$ cat src/pmw_defs.svh
// Behaviour
// - software moves the chip from normal into idle or full power-down
// - idle keeps the oscillator running but gates the core clock only
// - peripherals keep their clock and work normally during idle
// - port and converter outputs hold their entry state while idle
// - any enabled interrupt or a hardware reset ends idle
// - power-down stops the oscillator and shuts down all peripherals
// - power-down holds port levels and floats the converter output
// - reset pin in power-down returns to normal, defaults, vector on release
// - power cycle gives defaults and start at the vector about 128 ms later
// - interval timer interrupt ends power-down and is then serviced
// - return from that service resumes after the power-down instruction
// - serial interrupt wakes from power-down only with serial wake enable set
// - external interrupt 0 wakes only with its power-down wake enable set
// - power-on reset holds below 2.45 V, then times out about 128 ms
// - power-on timeout counts oscillator cycles, longer with slower crystal
// - on supply decay reset is held until the supply is below 1 V
`ifndef PMW_DEFS_SVH
`define PMW_DEFS_SVH
// register byte offsets
`define PMW_OFF_CTRL 8'h00
`define PMW_OFF_STAT 8'h04
`define PMW_OFF_IRQ_STAT 8'h08
`define PMW_OFF_IRQ_MASK 8'h0C
// control field positions
`define PMW_BIT_IDLE 0
`define PMW_BIT_PDOWN 1
`define PMW_BIT_SER_WAKE 2
`define PMW_BIT_EXT_WAKE 3
// interrupt status bits
`define PMW_EV_IDLE_WAKE 0
`define PMW_EV_PD_WAKE 1
`define PMW_EV_POR_DONE 2
// timing
`define PMW_POR_TIME_MS 128
`define PMW_CLK_MHZ 100
`define PMW_POR_CYCLES (`PMW_POR_TIME_MS * 1000 * `PMW_CLK_MHZ)
`define PMW_ONE 1'b1
`define PMW_RESP_OK 2'h0
`define PMW_RESP_ERR 2'h2
`endif

$ cat src/pmw_pkg.sv
package pmw_pkg;
  typedef enum logic [1:0] {
    PMW_NORMAL = 2'h0,
    PMW_IDLE = 2'h1,
    PMW_PDOWN = 2'h2,
    PMW_PORHOLD = 2'h3
  } pmw_mode_e;
  // wake sources from peripherals
  typedef struct packed {
    logic timer;
    logic serial;
    logic ext0;
    logic other;
  } pmw_wake_s;
endpackage

$ cat src/pmw_top.sv
// The implementer's own choices: register access over AXI4-Lite and the register addresses.
`timescale 1ns/1ps
`default_nettype none
`include "pmw_defs.svh"
module pmw_top #(
  parameter int unsigned POR_CYCLES = `PMW_POR_CYCLES
) (
  // clock and reset
  input wire logic clock_i,
  input wire logic rst_i,
  // reset pin and supply comparators (asynchronous)
  input wire logic reset_pin_i,
  input wire logic supply_above_por_i,
  input wire logic supply_above_min_i,
  // wake sources, levels from peripheral interrupt logic
  input wire pmw_pkg::pmw_wake_s wake_i,
  // core handshake
  input wire logic write_done_i,
  input wire logic reti_i,
  // pins and converter held state
  input wire logic [7:0] port_i,
  input wire logic [11:0] dac_i,
  output logic [7:0] port_o,
  output logic [11:0] dac_o,
  output logic dac_oe_o,
  // clock gating and reset outputs
  output logic core_clk_en_o,
  output logic periph_clk_en_o,
  output logic osc_run_o,
  output logic sys_reset_o,
  output logic wake_service_o,
  output logic resume_after_pd_o,
  // axi4-lite slave
  input wire logic [7:0] s_axi_awaddr,
  input wire logic s_axi_awvalid,
  output logic s_axi_awready,
  input wire logic [31:0] s_axi_wdata,
  input wire logic [3:0] s_axi_wstrb,
  input wire logic s_axi_wvalid,
  output logic s_axi_wready,
  output logic [1:0] s_axi_bresp,
  output logic s_axi_bvalid,
  input wire logic s_axi_bready,
  input wire logic [7:0] s_axi_araddr,
  input wire logic s_axi_arvalid,
  output logic s_axi_arready,
  output logic [31:0] s_axi_rdata,
  output logic [1:0] s_axi_rresp,
  output logic s_axi_rvalid,
  input wire logic s_axi_rready,
  // interrupt
  output logic irq_o
);
  localparam int CW = $clog2(POR_CYCLES + 1);

  // three-stage synchronisers for pins
  logic [2:0] rstp_sync_reg;
  logic [2:0] por_sync_reg;
  logic [2:0] min_sync_reg;
  logic [2:0] tmr_sync_reg;
  logic [2:0] ser_sync_reg;
  logic [2:0] ext_sync_reg;
  logic [2:0] oth_sync_reg;
  logic rstp_reg;
  logic por_ok_reg;
  logic min_ok_reg;
  logic tmr_w;
  logic ser_w;
  logic ext_w;
  logic oth_w;

  pmw_pkg::pmw_mode_e mode_reg;
  logic [CW-1:0] por_cnt_reg;
  logic ser_wake_en_reg;
  logic ext_wake_en_reg;
  logic pend_idle_reg;
  logic pend_pd_reg;
  logic woke_pd_reg;
  logic [2:0] irq_stat_reg;
  logic [2:0] irq_mask_reg;
  logic [2:0] ev_set;
  logic [7:0] port_hold_reg;
  logic [11:0] dac_hold_reg;
  logic pd_wake;
  logic any_irq;
  logic por_done;

  // agreement filter: second and third stage must match
  function automatic logic agree(input logic [2:0] s, input logic prev);
    agree = (s[1] == s[2]) ? s[2] : prev;
  endfunction

  // true only for the four mapped word offsets, shared by write and read decode
  function automatic logic addr_ok(input logic [7:0] a);
    addr_ok = (a == `PMW_OFF_CTRL) || (a == `PMW_OFF_STAT) ||
              (a == `PMW_OFF_IRQ_STAT) || (a == `PMW_OFF_IRQ_MASK);
  endfunction

  always_ff @(posedge clock_i) begin
    rstp_sync_reg <= {rstp_sync_reg[1:0], reset_pin_i};
    por_sync_reg <= {por_sync_reg[1:0], supply_above_por_i};
    min_sync_reg <= {min_sync_reg[1:0], supply_above_min_i};
    tmr_sync_reg <= {tmr_sync_reg[1:0], wake_i.timer};
    ser_sync_reg <= {ser_sync_reg[1:0], wake_i.serial};
    ext_sync_reg <= {ext_sync_reg[1:0], wake_i.ext0};
    oth_sync_reg <= {oth_sync_reg[1:0], wake_i.other};
  end

  // filtered pin levels
  always_ff @(posedge clock_i) begin
    if (rst_i) begin
      rstp_reg <= 1'b0;
      por_ok_reg <= 1'b0;
      min_ok_reg <= 1'b0;
    end else begin
      rstp_reg <= agree(rstp_sync_reg, rstp_reg);
      por_ok_reg <= agree(por_sync_reg, por_ok_reg);
      min_ok_reg <= agree(min_sync_reg, min_ok_reg);
    end
  end

  assign tmr_w = tmr_sync_reg[2] & tmr_sync_reg[1];
  assign ser_w = ser_sync_reg[2] & ser_sync_reg[1];
  assign ext_w = ext_sync_reg[2] & ext_sync_reg[1];
  assign oth_w = oth_sync_reg[2] & oth_sync_reg[1];

  // only enabled sources end power-down; others are ignored
  assign pd_wake = tmr_w | (ser_w & ser_wake_en_reg) | (ext_w & ext_wake_en_reg);
  assign any_irq = tmr_w | ser_w | ext_w | oth_w;
  assign por_done = (por_cnt_reg == CW'(POR_CYCLES));

  // power-on timeout in oscillator cycles; hold while supply low, decay until below min
  always_ff @(posedge clock_i) begin
    if (rst_i) begin
      por_cnt_reg <= '0;
    end else if (!por_ok_reg || !min_ok_reg) begin
      por_cnt_reg <= '0;
    end else if (mode_reg == pmw_pkg::PMW_PORHOLD && !por_done) begin
      por_cnt_reg <= por_cnt_reg + CW'(1);
    end
  end

  // mode sequencer
  always_ff @(posedge clock_i) begin
    if (rst_i) begin
      mode_reg <= pmw_pkg::PMW_PORHOLD;
    end else if (!por_ok_reg || !min_ok_reg ||
                 (mode_reg == pmw_pkg::PMW_PORHOLD && !por_done)) begin
      mode_reg <= pmw_pkg::PMW_PORHOLD;
    end else if (rstp_reg) begin
      mode_reg <= pmw_pkg::PMW_NORMAL;
    end else begin
      case (mode_reg)
        pmw_pkg::PMW_PORHOLD: mode_reg <= pmw_pkg::PMW_NORMAL;
        pmw_pkg::PMW_NORMAL: begin
          if (write_done_i && pend_pd_reg) begin
            mode_reg <= pmw_pkg::PMW_PDOWN;
          end else if (write_done_i && pend_idle_reg) begin
            mode_reg <= pmw_pkg::PMW_IDLE;
          end
        end
        pmw_pkg::PMW_IDLE: begin
          if (any_irq) begin
            mode_reg <= pmw_pkg::PMW_NORMAL;
          end
        end
        pmw_pkg::PMW_PDOWN: begin
          if (pd_wake) begin
            mode_reg <= pmw_pkg::PMW_NORMAL;
          end
        end
        default: mode_reg <= pmw_pkg::PMW_PORHOLD;
      endcase
    end
  end

  // remember a power-down wake until the service routine returns
  always_ff @(posedge clock_i) begin
    if (rst_i || mode_reg == pmw_pkg::PMW_PORHOLD || rstp_reg) begin
      woke_pd_reg <= 1'b0;
    end else if (mode_reg == pmw_pkg::PMW_PDOWN && pd_wake) begin
      woke_pd_reg <= 1'b1;
    end else if (reti_i) begin
      woke_pd_reg <= 1'b0;
    end
  end

  // held pin state captured on leaving normal mode
  always_ff @(posedge clock_i) begin
    if (rst_i) begin
      port_hold_reg <= 8'h00;
      dac_hold_reg <= 12'h000;
    end else if (mode_reg == pmw_pkg::PMW_NORMAL) begin
      port_hold_reg <= port_i;
      dac_hold_reg <= dac_i;
    end
  end

  // output stage
  always_ff @(posedge clock_i) begin
    if (rst_i) begin
      port_o <= 8'h00;
      dac_o <= 12'h000;
      dac_oe_o <= 1'b0;
    end else begin
      port_o <= (mode_reg == pmw_pkg::PMW_NORMAL) ? port_i : port_hold_reg;
      dac_o <= (mode_reg == pmw_pkg::PMW_NORMAL) ? dac_i : dac_hold_reg;
      dac_oe_o <= (mode_reg != pmw_pkg::PMW_PDOWN) && (mode_reg != pmw_pkg::PMW_PORHOLD);
    end
  end

  // clock enables and reset; wake path is combinational so it acts with osc stopped
  assign core_clk_en_o = (mode_reg == pmw_pkg::PMW_NORMAL);
  assign periph_clk_en_o = (mode_reg == pmw_pkg::PMW_NORMAL) || (mode_reg == pmw_pkg::PMW_IDLE);
  assign osc_run_o = (mode_reg != pmw_pkg::PMW_PDOWN) || pd_wake || rstp_reg;
  assign sys_reset_o = (mode_reg == pmw_pkg::PMW_PORHOLD) || rstp_reg;
  assign wake_service_o = woke_pd_reg;
  assign resume_after_pd_o = woke_pd_reg & reti_i;

  // axi4-lite slave
  logic aw_have_reg;
  logic w_have_reg;
  logic [7:0] aw_addr_reg;
  logic [31:0] w_data_reg;
  logic [3:0] w_strb_reg;
  logic wr_go;
  logic [31:0] rd_val;
  logic rd_ok;

  assign s_axi_awready = !aw_have_reg && !s_axi_bvalid;
  assign s_axi_wready = !w_have_reg && !s_axi_bvalid;
  assign s_axi_arready = !s_axi_rvalid;
  assign wr_go = aw_have_reg && w_have_reg && !s_axi_bvalid;

  // hold address and data until both are present
  always_ff @(posedge clock_i) begin
    if (rst_i) begin
      aw_have_reg <= 1'b0;
      w_have_reg <= 1'b0;
      aw_addr_reg <= 8'h00;
      w_data_reg <= 32'h0000_0000;
      w_strb_reg <= 4'h0;
    end else begin
      if (s_axi_awvalid && s_axi_awready) begin
        aw_have_reg <= 1'b1;
        aw_addr_reg <= s_axi_awaddr;
      end else if (wr_go) begin
        aw_have_reg <= 1'b0;
      end
      if (s_axi_wvalid && s_axi_wready) begin
        w_have_reg <= 1'b1;
        w_data_reg <= s_axi_wdata;
        w_strb_reg <= s_axi_wstrb;
      end else if (wr_go) begin
        w_have_reg <= 1'b0;
      end
    end
  end

  // write response
  always_ff @(posedge clock_i) begin
    if (rst_i) begin
      s_axi_bvalid <= 1'b0;
      s_axi_bresp <= `PMW_RESP_OK;
    end else if (wr_go) begin
      s_axi_bvalid <= 1'b1;
      s_axi_bresp <= addr_ok(aw_addr_reg) ? `PMW_RESP_OK : `PMW_RESP_ERR;
    end else if (s_axi_bready) begin
      s_axi_bvalid <= 1'b0;
    end
  end

  // control register; mode requests wait for the core write to complete
  always_ff @(posedge clock_i) begin
    if (rst_i || sys_reset_o) begin
      pend_idle_reg <= 1'b0;
      pend_pd_reg <= 1'b0;
      ser_wake_en_reg <= 1'b0;
      ext_wake_en_reg <= 1'b0;
    end else begin
      if (wr_go && aw_addr_reg == `PMW_OFF_CTRL && w_strb_reg[0]) begin
        pend_idle_reg <= w_data_reg[`PMW_BIT_IDLE];
        pend_pd_reg <= w_data_reg[`PMW_BIT_PDOWN];
        ser_wake_en_reg <= w_data_reg[`PMW_BIT_SER_WAKE];
        ext_wake_en_reg <= w_data_reg[`PMW_BIT_EXT_WAKE];
      end else if (mode_reg != pmw_pkg::PMW_NORMAL) begin
        pend_idle_reg <= 1'b0;
        pend_pd_reg <= 1'b0;
      end
    end
  end

  // interrupt status: set wins over write-one-to-clear
  assign ev_set[`PMW_EV_IDLE_WAKE] = (mode_reg == pmw_pkg::PMW_IDLE) && any_irq && !rstp_reg;
  assign ev_set[`PMW_EV_PD_WAKE] = (mode_reg == pmw_pkg::PMW_PDOWN) && pd_wake && !rstp_reg;
  assign ev_set[`PMW_EV_POR_DONE] = (mode_reg == pmw_pkg::PMW_PORHOLD) && por_done && min_ok_reg;

  always_ff @(posedge clock_i) begin
    if (rst_i) begin
      irq_stat_reg <= 3'h0;
      irq_mask_reg <= 3'h0;
    end else begin
      if (wr_go && aw_addr_reg == `PMW_OFF_IRQ_STAT && w_strb_reg[0]) begin
        irq_stat_reg <= (irq_stat_reg & ~w_data_reg[2:0]) | ev_set;
      end else begin
        irq_stat_reg <= irq_stat_reg | ev_set;
      end
      if (wr_go && aw_addr_reg == `PMW_OFF_IRQ_MASK && w_strb_reg[0]) begin
        irq_mask_reg <= w_data_reg[2:0];
      end
    end
  end

  assign irq_o = |(irq_stat_reg & irq_mask_reg);

  // read mux
  always_comb begin
    rd_val = 32'h0000_0000;
    rd_ok = addr_ok(s_axi_araddr);
    case (s_axi_araddr)
      `PMW_OFF_CTRL: rd_val = {28'h0000000, ext_wake_en_reg, ser_wake_en_reg,
                               pend_pd_reg, pend_idle_reg};
      `PMW_OFF_STAT: rd_val = {26'h0000000, woke_pd_reg, por_ok_reg, min_ok_reg,
                               rstp_reg, mode_reg};
      `PMW_OFF_IRQ_STAT: rd_val = {29'h00000000, irq_stat_reg};
      `PMW_OFF_IRQ_MASK: rd_val = {29'h00000000, irq_mask_reg};
      default: rd_ok = 1'b0;
    endcase
  end

  // read response
  always_ff @(posedge clock_i) begin
    if (rst_i) begin
      s_axi_rvalid <= 1'b0;
      s_axi_rdata <= 32'h0000_0000;
      s_axi_rresp <= `PMW_RESP_OK;
    end else if (s_axi_arvalid && s_axi_arready) begin
      s_axi_rvalid <= 1'b1;
      s_axi_rdata <= rd_val;
      s_axi_rresp <= rd_ok ? `PMW_RESP_OK : `PMW_RESP_ERR;
    end else if (s_axi_rready) begin
      s_axi_rvalid <= 1'b0;
    end
  end
endmodule
`default_nettype wire

$ cat config.mk
export PLATFORM = sky130hd
export DESIGN_NAME = pmw_top
export DESIGN_NICKNAME = d
export VERILOG_FILES = /design/src/pmw_pkg.sv /design/src/pmw_top.sv
export VERILOG_INCLUDE_DIRS = /design/src
export SDC_FILE = /design/constraint.sdc
export NUM_CORES = 1
export LEC_CHECK = 0
export BUFFER_PORTS_ARGS = -buffer_cell sky130_fd_sc_hd__buf_2
export CAP_MARGIN = 40
export CORE_UTILIZATION = 50
export CTS_CLUSTER_DIAMETER = 50
export DETAILED_ROUTE_END_ITERATION = 10
export PLACE_DENSITY = 0.83
export SLEW_MARGIN = 15
export SYNTH_ARGS = -nofsm -noshare
export SYNTH_HDL_FRONTEND = slang
export SYNTH_SLANG_ARGS = --single-unit
$ cat constraint.sdc
create_clock -name clock_i -period 2.2 [get_ports clock_i]
set_clock_uncertainty 0.05 [all_clocks]
set_input_delay 0.33 -clock clock_i [delete_from_list [all_inputs] [get_ports clock_i]]
set_output_delay 0.33 -clock clock_i [all_outputs]
set_load 0.05 [all_outputs]
== After elaboration in Yosys (flattened, before gate mapping) ==
Index checks and enable logic that the tools add are counted.
Cells by class
  bitwise gates (word level): 17
  muxes and demuxes: 23
  add/subtract/negate cells: 1
  reduce and logical (&&, ||, !) cells: 61
  eq/ne operators: 18
Operators by type and width (count)
  8-bit by 4-bit == test with 1-bit output, second input constant: 4
  24-bit by 1-bit adder with 24-bit output, second input constant: 1
  24-bit == test, second input constant: 1
  6-bit case mux with 4 select lines: 1
  1-bit logical AND: 23
  8-bit by 3-bit == test with 1-bit output, second input constant: 2
  8-bit logical NOT: 2
  1-bit logical OR: 15
  2-bit 2-to-1 mux: 7
  2-bit nonzero test: 7
  1-bit 2-to-1 mux: 13
  1-bit logical NOT: 8
  2-bit case mux with 4 select lines: 1
  1-bit AND: 7
  3-bit AND: 2
  3-bit inequality test, second input constant: 2
  3-bit bitwise OR: 2
  1-bit bitwise OR: 5
  2-bit == test, second input constant: 2
  2-bit inequality test, second input constant: 2
  4-bit by 1-bit inequality test with 1-bit output, second input constant: 1
  2-bit OR reduction: 2
  4-bit OR reduction: 1
  1-bit == test: 3
  other kinds (6): 6
Storage, ports and cells
  logic and storage cells: 152
  register bits after elaboration: 135
  input bits: 88
  output and inout port bits: 69

== Logic depth before layout (Yosys ltp) ==
Gate-level depths: netlist of run 1.
  word-level depth: 8
  depth in mapped cells: 6
  mapped depth without buffers: 6

== Worst setup path after synthesis of run 1 ==
No wires, ideal clock.
  kind: register -> register
  start: reg s_axi_bvalid
  end: reg w_data_reg[0]
  required time: 2.022 ns
  library setup time: 0.128 ns
  arrival time: 2.004 ns
  path slack: 0.019 ns
  stages on the path, launching flop included: 6
  buffers on the path: 1
  cells stage by stage: dfxtp_1 -> nor2_1 -> and2_1 -> clkbuf_1 -> mux2i_1 -> nor2_1
Between the ends
  longest elaborated chain between the ends: 3
RTL lines
  start: declaration: line pmw_top.sv:42  | output logic s_axi_bvalid,
  start signal: assignment: line pmw_top.sv:263  | s_axi_bvalid <= 1'b0;
  start signal: assignment: line pmw_top.sv:266  | s_axi_bvalid <= 1'b1;
  start signal: assignment: line pmw_top.sv:269  | s_axi_bvalid <= 1'b0;
  1-bit logical NOT: line pmw_top.sv:231  | assign s_axi_wready = !w_have_reg && !s_axi_bvalid;
  1-bit logical AND: line pmw_top.sv:231
  via s_axi_wready: line pmw_top.sv:40  | output logic s_axi_wready,
  1-bit logical AND: line pmw_top.sv:250  | if (s_axi_wvalid && s_axi_wready) begin
  end signal: assignment: line pmw_top.sv:252  | w_data_reg <= s_axi_wdata;
  end: declaration: line pmw_top.sv:224  | logic [31:0] w_data_reg;
The timed path passes the listed nets, and every way through them passes these cells.
A chain may end at the register's enable or synchronous reset.

== Worst setup path in the final report of run 1 ==
  start: reg mode_reg[1]
  end: out osc_run_o
Between the ends
  longest elaborated chain between the ends: 3
RTL lines
  start: declaration: line pmw_top.sv:72  | pmw_pkg::pmw_mode_e mode_reg;
  start signal: assignment: line pmw_top.sv:146  | mode_reg <= pmw_pkg::PMW_PORHOLD;
  start signal: assignment: line pmw_top.sv:149  | mode_reg <= pmw_pkg::PMW_PORHOLD;
  start signal: assignment: line pmw_top.sv:151  | mode_reg <= pmw_pkg::PMW_NORMAL;
  2-bit inequality test: line pmw_top.sv:215  | assign osc_run_o = (mode_reg != pmw_pkg::PMW_PDOWN) || pd_wake || rstp_reg;
  1-bit logical OR (2 in a row): line pmw_top.sv:215
  end: declaration: line pmw_top.sv:29  | output logic osc_run_o,
No other way between the ends.

==> results of run 1 <==
layout by cell type, fill, tap and decap left out, types with 9 or more instances in the layout:
cell / Yosys / routed
nor2_1: 26 / 26
dfxtp_1: 107 / 106
inv_1: 9 / 9
nand2_1: 99 / 99
nand4_1: 13 / 13
buf_2: 1 / 97
or4_1: 10 / 10
o21ai_0: 13 / 13
clkbuf_8: 0 / 10
nand3_1: 16 / 16
mux2i_1: 17 / 17
a21oi_1: 52 / 52
conb_1: 1 / 28
power by group:
group	internal, mW	switching (mW)	total (mW)
clock network	0.447	0.649	1.10
registers	1.98	0.0370	2.02
logic	0.0948	0.234	0.329
total	2.53	0.920	3.45
worst paths after layout:
kind / to / cells after the start / startpoint / slack, ns
setup reg to reg: mode_reg[1]$_SDFFE_PP1P_ / 4 / por_cnt_reg[15]$_SDFFE_PP0P_ / 0.21
hold / removal: oth_sync_reg[0]$_DFF_P_ / 1 / wake_i[0] / 0.01
setup / recovery: osc_run_o / 3 / mode_reg[1]$_SDFFE_PP1P_ / 0.14
hold reg to reg: tmr_sync_reg[1]$_DFF_P_ / 0 / tmr_sync_reg[0]$_DFF_P_ / 0.28
metrics by stage:
step	setup slack, ns	hold WS [ns]	cells	power (mW)
6_report	0.1377	0.01358	707	3.446
5_1_grt	0.06204	0.001301	707	3.576
4_1_cts	0.02141	0.006982	703	3.455
3_5_place_dp	0.2523	0.2621	686	2.387
3_3_place_gp	0.2954	0.2611	686	2.378
2_1_floorplan	0.01882	0.2596	528	2.335
repair_timing:
action,in CTS,in global routing
setup endpoints to repair,0,1
hold buffers,1,4
endpoints found under the hold margin,1,4
resized for setup,0,1
layer usage:
layer / vias up / routed length, um
met1: 1716 / 4294
met2: 156 / 4487
met3: 12 / 623
met4: 0 / 100
li1: 1870 / -
met5: - / 0
area by class of cell:
type | count | area, um^2
Clock inverter | 5 | 37.54
Clock buffer | 11 | 141.4
Multi-Input combinational cell | 360 | 2041
Timing Repair Buffer | 110 | 595.6
Fill cell | 724 | 3258
Tap cell | 105 | 131.4
Inverter | 9 | 33.78
Sequential cell | 107 | 2143
cells by family (layout without fill, tap and decap cells):
| kind of cell | count (synthesis) | in the layout |
|---|---|---|
| AND/OR/NAND/NOR | 218 | 218 |
| flip-flops | 107 | 107 |
| AO/OA/AOI/OAI | 86 | 86 |
| buffers and inverters | 61 | 135 |
| multiplexers | 21 | 21 |
| XOR/XNOR | 5 | 5 |
| adder cells (fa/ha/maj) | 2 | 2 |
| other | 1 | 28 |
==> run metrics, run 1 <==
post-synthesis simple-gate area fraction=25.41%; post-synthesis mux area share=5.637%; cell area after synthesis=4417 um^2; routed vias/inst=5.310; leakage=2.063 nW; final period utilization=93.74%; Syn-to-layout area delta=16.01%; largest net degree at the start of global routing=30; Worst path slowest cell=or4_1; H-tree depth=3; Worst Path Buf+Inv=2; Antenna diodes=0; crit-path cells=inv_1, or4_1, buf_2; Die Wd=95.99 um; first-pass GRT wire length=14610 um; wire per inst=13.44 um; Port Buffers=97; Yosys top cell by area=dfxtp_1; Num CTS Buffers=9; Synth Area in Compound Gates=11.22%; Worst path top cell family by delay=simple AND/OR/NAND/NOR gates; slew at the pin closest to its max-slew limit=0.6059 ns; share of cells above drive strength 1=23.09%; global route overflow=0; Initial Util=52.69%; Clock Tree Root=clkbuf_8; Startpoint Class=flip-flop; top cells by area, synth=dfxtp_1 (48%), nand2_1 (8.4%), a21oi_1 (5.9%); Via Count=3754; postcts setup bufs=0; post-synth top area share=48.50%; Largest register FFs=24; RSZ-0062 raised after global routing=no; clock period minus worst slack=2.062 ns; Max Freq=484.9 MHz; status=completed; Pre-antenna DRT Iters=5; GR met3 Demand/Resource=5.924%; count of flip-flops with a built-in enable after synthesis=0; clock transition at the registers of the reported paths=0.10 ns; endpoints failing hold=0; most numerous cell in the Yosys netlist=dfxtp_1; slew margin rel.=59.39%; Cell Pwr Density=672.6 nW/um^2; Yosys cell types=48; MaxCap Viol Count=0; worst skew pair latency=0.37 ns; fin area=5124 um^2; DR DRC count=0; std cell rows=33; CTS tree=yes; arrival time worst endpoint=1.68 ns; setup violators final=0; GRT busiest layer=met2; GRT Util Overall=20.62%; most frequent cells after synthesis=dfxtp_1 (107), nand2_1 (99), a21oi_1 (52), buf_4 (28), nor2_1 (26); Max VDD drop=0.4119 mV; Seq/Total Area, Yosys=48.50%; syn_area_per_cell=8.816 um^2; routability-driven placement congestion ratio=0.8128; wirelength, routed=9505 um; grt met1 use=26.24%; die extent in y=95.99 um; Setup TNS=0 ns; DR iter-0 viols=372; final core occ=61.13%; largest family of logic cells by synthesized area=simple AND/OR/NAND/NOR gates; Top FF cell, synth=dfxtp_1; vias in the first global route=3199; # IOs=157; adder and majority gate portion of the synthesized area=0.5666%; die area=9213 um^2; initial antenna violation count=0; post-route ant nets=0; NumNets Final=687; # clock sinks=107; Synth Warn #=0; Crit Path Max Fanout=10; Data required, critical path=1.82 ns; DP Area=4893 um^2; final slew viol count=0; critical path's largest stage delay=0.54 ns; endpoint class of the critical path=output port; synthesized netlist cell count=501; asr flop ratio synth=0%; M2 GR Usage=33.98%; dpl hpwl=7032 um; register bit total from synthesis=107; Hold WC Path Type=input port to flip-flop; XOR/XNOR share of the synthesized area=0.9915%; Max clock buf depth=2; critical setup path kind=flip-flop to output port; Core ar.=8382 um^2
Note: power is estimated with default switching activity, not from simulation.
==> run 2: changes to the inputs <==
--- a/config.mk
+++ b/config.mk
@@ -8,10 +8,9 @@
 export LEC_CHECK = 0
 export BUFFER_PORTS_ARGS = -buffer_cell sky130_fd_sc_hd__buf_2
 export CAP_MARGIN = 40
-export CORE_UTILIZATION = 50
-export CTS_CLUSTER_DIAMETER = 50
+export CORE_UTILIZATION = 45
 export DETAILED_ROUTE_END_ITERATION = 10
-export PLACE_DENSITY = 0.83
+export PLACE_DENSITY = 0.79
 export SLEW_MARGIN = 15
 export SYNTH_ARGS = -nofsm -noshare
 export SYNTH_HDL_FRONTEND = slang
==> constraint.sdc (replaced) <==
create_clock -name clock_i -period 1.8 [get_ports clock_i]
set_clock_uncertainty 0.05 [all_clocks]
set_input_delay 0.27 -clock clock_i [delete_from_list [all_inputs] [get_ports clock_i]]
set_output_delay 0.27 -clock clock_i [all_outputs]
set_load 0.05 [all_outputs]
==> run 2 against run 1 <==
Effect of this change: register-to-register slack worse by 0.31 ns; largest cell class unchanged; sequential power up 22%; the flow now finishes with violations (setup timing); clock power up 18%; core utilization down 2.9 points; wire length up 4.3%; clock-buffer cell count down 1; die area up 11%; worst setup slack worse by 0.23 ns.
==> run metrics, run 2 (synthesis results as in run 1) <==
metal3 WL=594 um; Initial Util=47.13%; reg2reg start=aw_addr_reg[1]$_SDFFE_PP0P_; wire per inst=12.99 um; setup violators final=12; number of fill cells in the layout=819; DR DRC count=0; DP Area=5166 um^2; share of cells above drive strength 1=28.86%; wirelength, routed=9914 um; Largest register FFs=24; Hold Slack=0.08736 ns; die area=10220 um^2; failing checks=setup timing; crit-path cells=or4_4, or4_4, nor2_8, mux2i_1; Setup TNS=-0.7274 ns; Via Count=3891; Pre-antenna DRT Iters=4; vias in the first global route=3427; leakage=2.229 nW; final slew viol count=0; fin area=5460 um^2; critical path's largest stage delay=0.55 ns; Startpoint Class=flip-flop; Max clock buf depth=2; post-route ant nets=0; global route overflow=0; slew margin rel.=63.76%; first-pass GRT wire length=15450 um; Worst path slowest cell=or4_4; NumNets Final=720; Multi-input gate area=2071 um^2; status=finished, violations left; total chip power=4.180 mW; final period utilization=105.3%; # IOs=157; endpoints failing hold=0; Cell Pwr Density=765.6 nW/um^2; Num CTS Buffers=9; Top Layer Used=met4; commonest cells after routing, fill and taps aside=dfxtp_1 (101), nand2_1 (99), buf_2 (95); fin worst setup slack=-0.09585 ns; Clock Tree Root=clkbuf_8; Port Buffers=97; std cell rows=35; most common cell after layout, fill and taps aside=dfxtp_1; largest net degree at the start of global routing=53; clock period minus worst slack=1.896 ns; Core ar.=9371 um^2; Die Wd=101.1 um; Max Freq=527.5 MHz; RSZ-0062 raised after global routing=yes; endpoint class of the critical path=flip-flop; M1 WL=4276 um; Max VDD drop=0.4771 mV; H-tree depth=3; # clock sinks=107; routed vias/inst=5.100; launch point of the worst path=aw_addr_reg[1]$_SDFFE_PP0P_; hold wc startpoint=dac_i[0]; dpl hpwl=7186 um; Place WS=-0.06278 ns; CTS tree=yes; routability-driven placement congestion ratio=0.8678; Data required, critical path=2.03 ns; register area=2152 um^2; clock transition at the registers of the reported paths=0.10 ns; die extent in y=101.1 um; Antenna diodes=0; worst skew pair latency=0.36 ns; slew at the pin closest to its max-slew limit=0.5436 ns; Syn-to-layout area delta=23.63%; GRT Util Overall=19.20%; met2 wire length=4881 um; DR iter-0 viols=252; initial antenna violation count=0; most used cell, CP=or4_4; Hold WC Path Type=input port to flip-flop; MaxCap Viol Count=0; Crit Path Max Fanout=4; arrival time worst endpoint=2.13 ns; critical setup path kind=flip-flop to flip-flop
==> run 2: changes by cell type in the layout (fill, tap and decap cells not counted), sizes merged <==
cell / delta
buf: +31
clkinvlp: +1
dlygate4sd3: +2
inv: -1
clkbuf: -1
==> run 2: final timing paths <==
path,to,cells after the start,slack [ns]
worst max-delay path,pend_idle_reg$_SDFFE_PP0P_,4,-0.1
worst max register to register,pend_idle_reg$_SDFFE_PP0P_,4,-0.1
worst min register to register,rstp_sync_reg[1]$_DFF_P_,0,0.28
worst min-delay path,dac_o[0]$_SDFFE_PP0N_,3,0.09
==> run 2: repair_timing <==
action | 4_1_cts | 5_1_grt
endpoints found under the hold margin | 7 | 0
hold buffers | 7 | 0
gates resized for setup | 14 | 8
pin swaps | 6 | 4
buffers inserted | 0 | 1
endpoints found under the setup margin | 17 | 19
==> run 2: critical path, delay by kind of cell (launching register included) <==
family        cells  cell delay (ns)
flops             1             0.32
simple gates      3             1.23
mux               1             0.22
==> run 2: layer usage <==
metal,global-route usage [%],vias up
li1,-,1947
met1,23.68,1788
met2,33.49,140
met3,3.398,16
met4,6.800,0
met5,0,-
==> run 2: power breakdown <==
part           internal, mW  switching (mW)
combinational         0.127           0.292
sequential             2.42          0.0403
clock                 0.507           0.791
total                  3.06            1.12
==> run 2: final cells by class <==
cell class              instances  share of cell area, %
clock buffers                  10                  2.337
clock inverters                 5                 0.7333
inverters                       9                 0.7333
multi-input cells             360                  37.92
flip-flops and latches        107                  39.41
well taps                     129                  2.956
repair buffers                143                  15.90
==> run 2: stage by stage <==
| step | std cells | utilization, % |
|---|---|---|
| final | 763 | 58.26 |
| after detailed placement | 740 | 55.13 |
| after global placement | 740 | 55.13 |
| after CTS | 762 | 58.01 |
| after global routing | 763 | 58.26 |
| after floorplan | 528 | - |
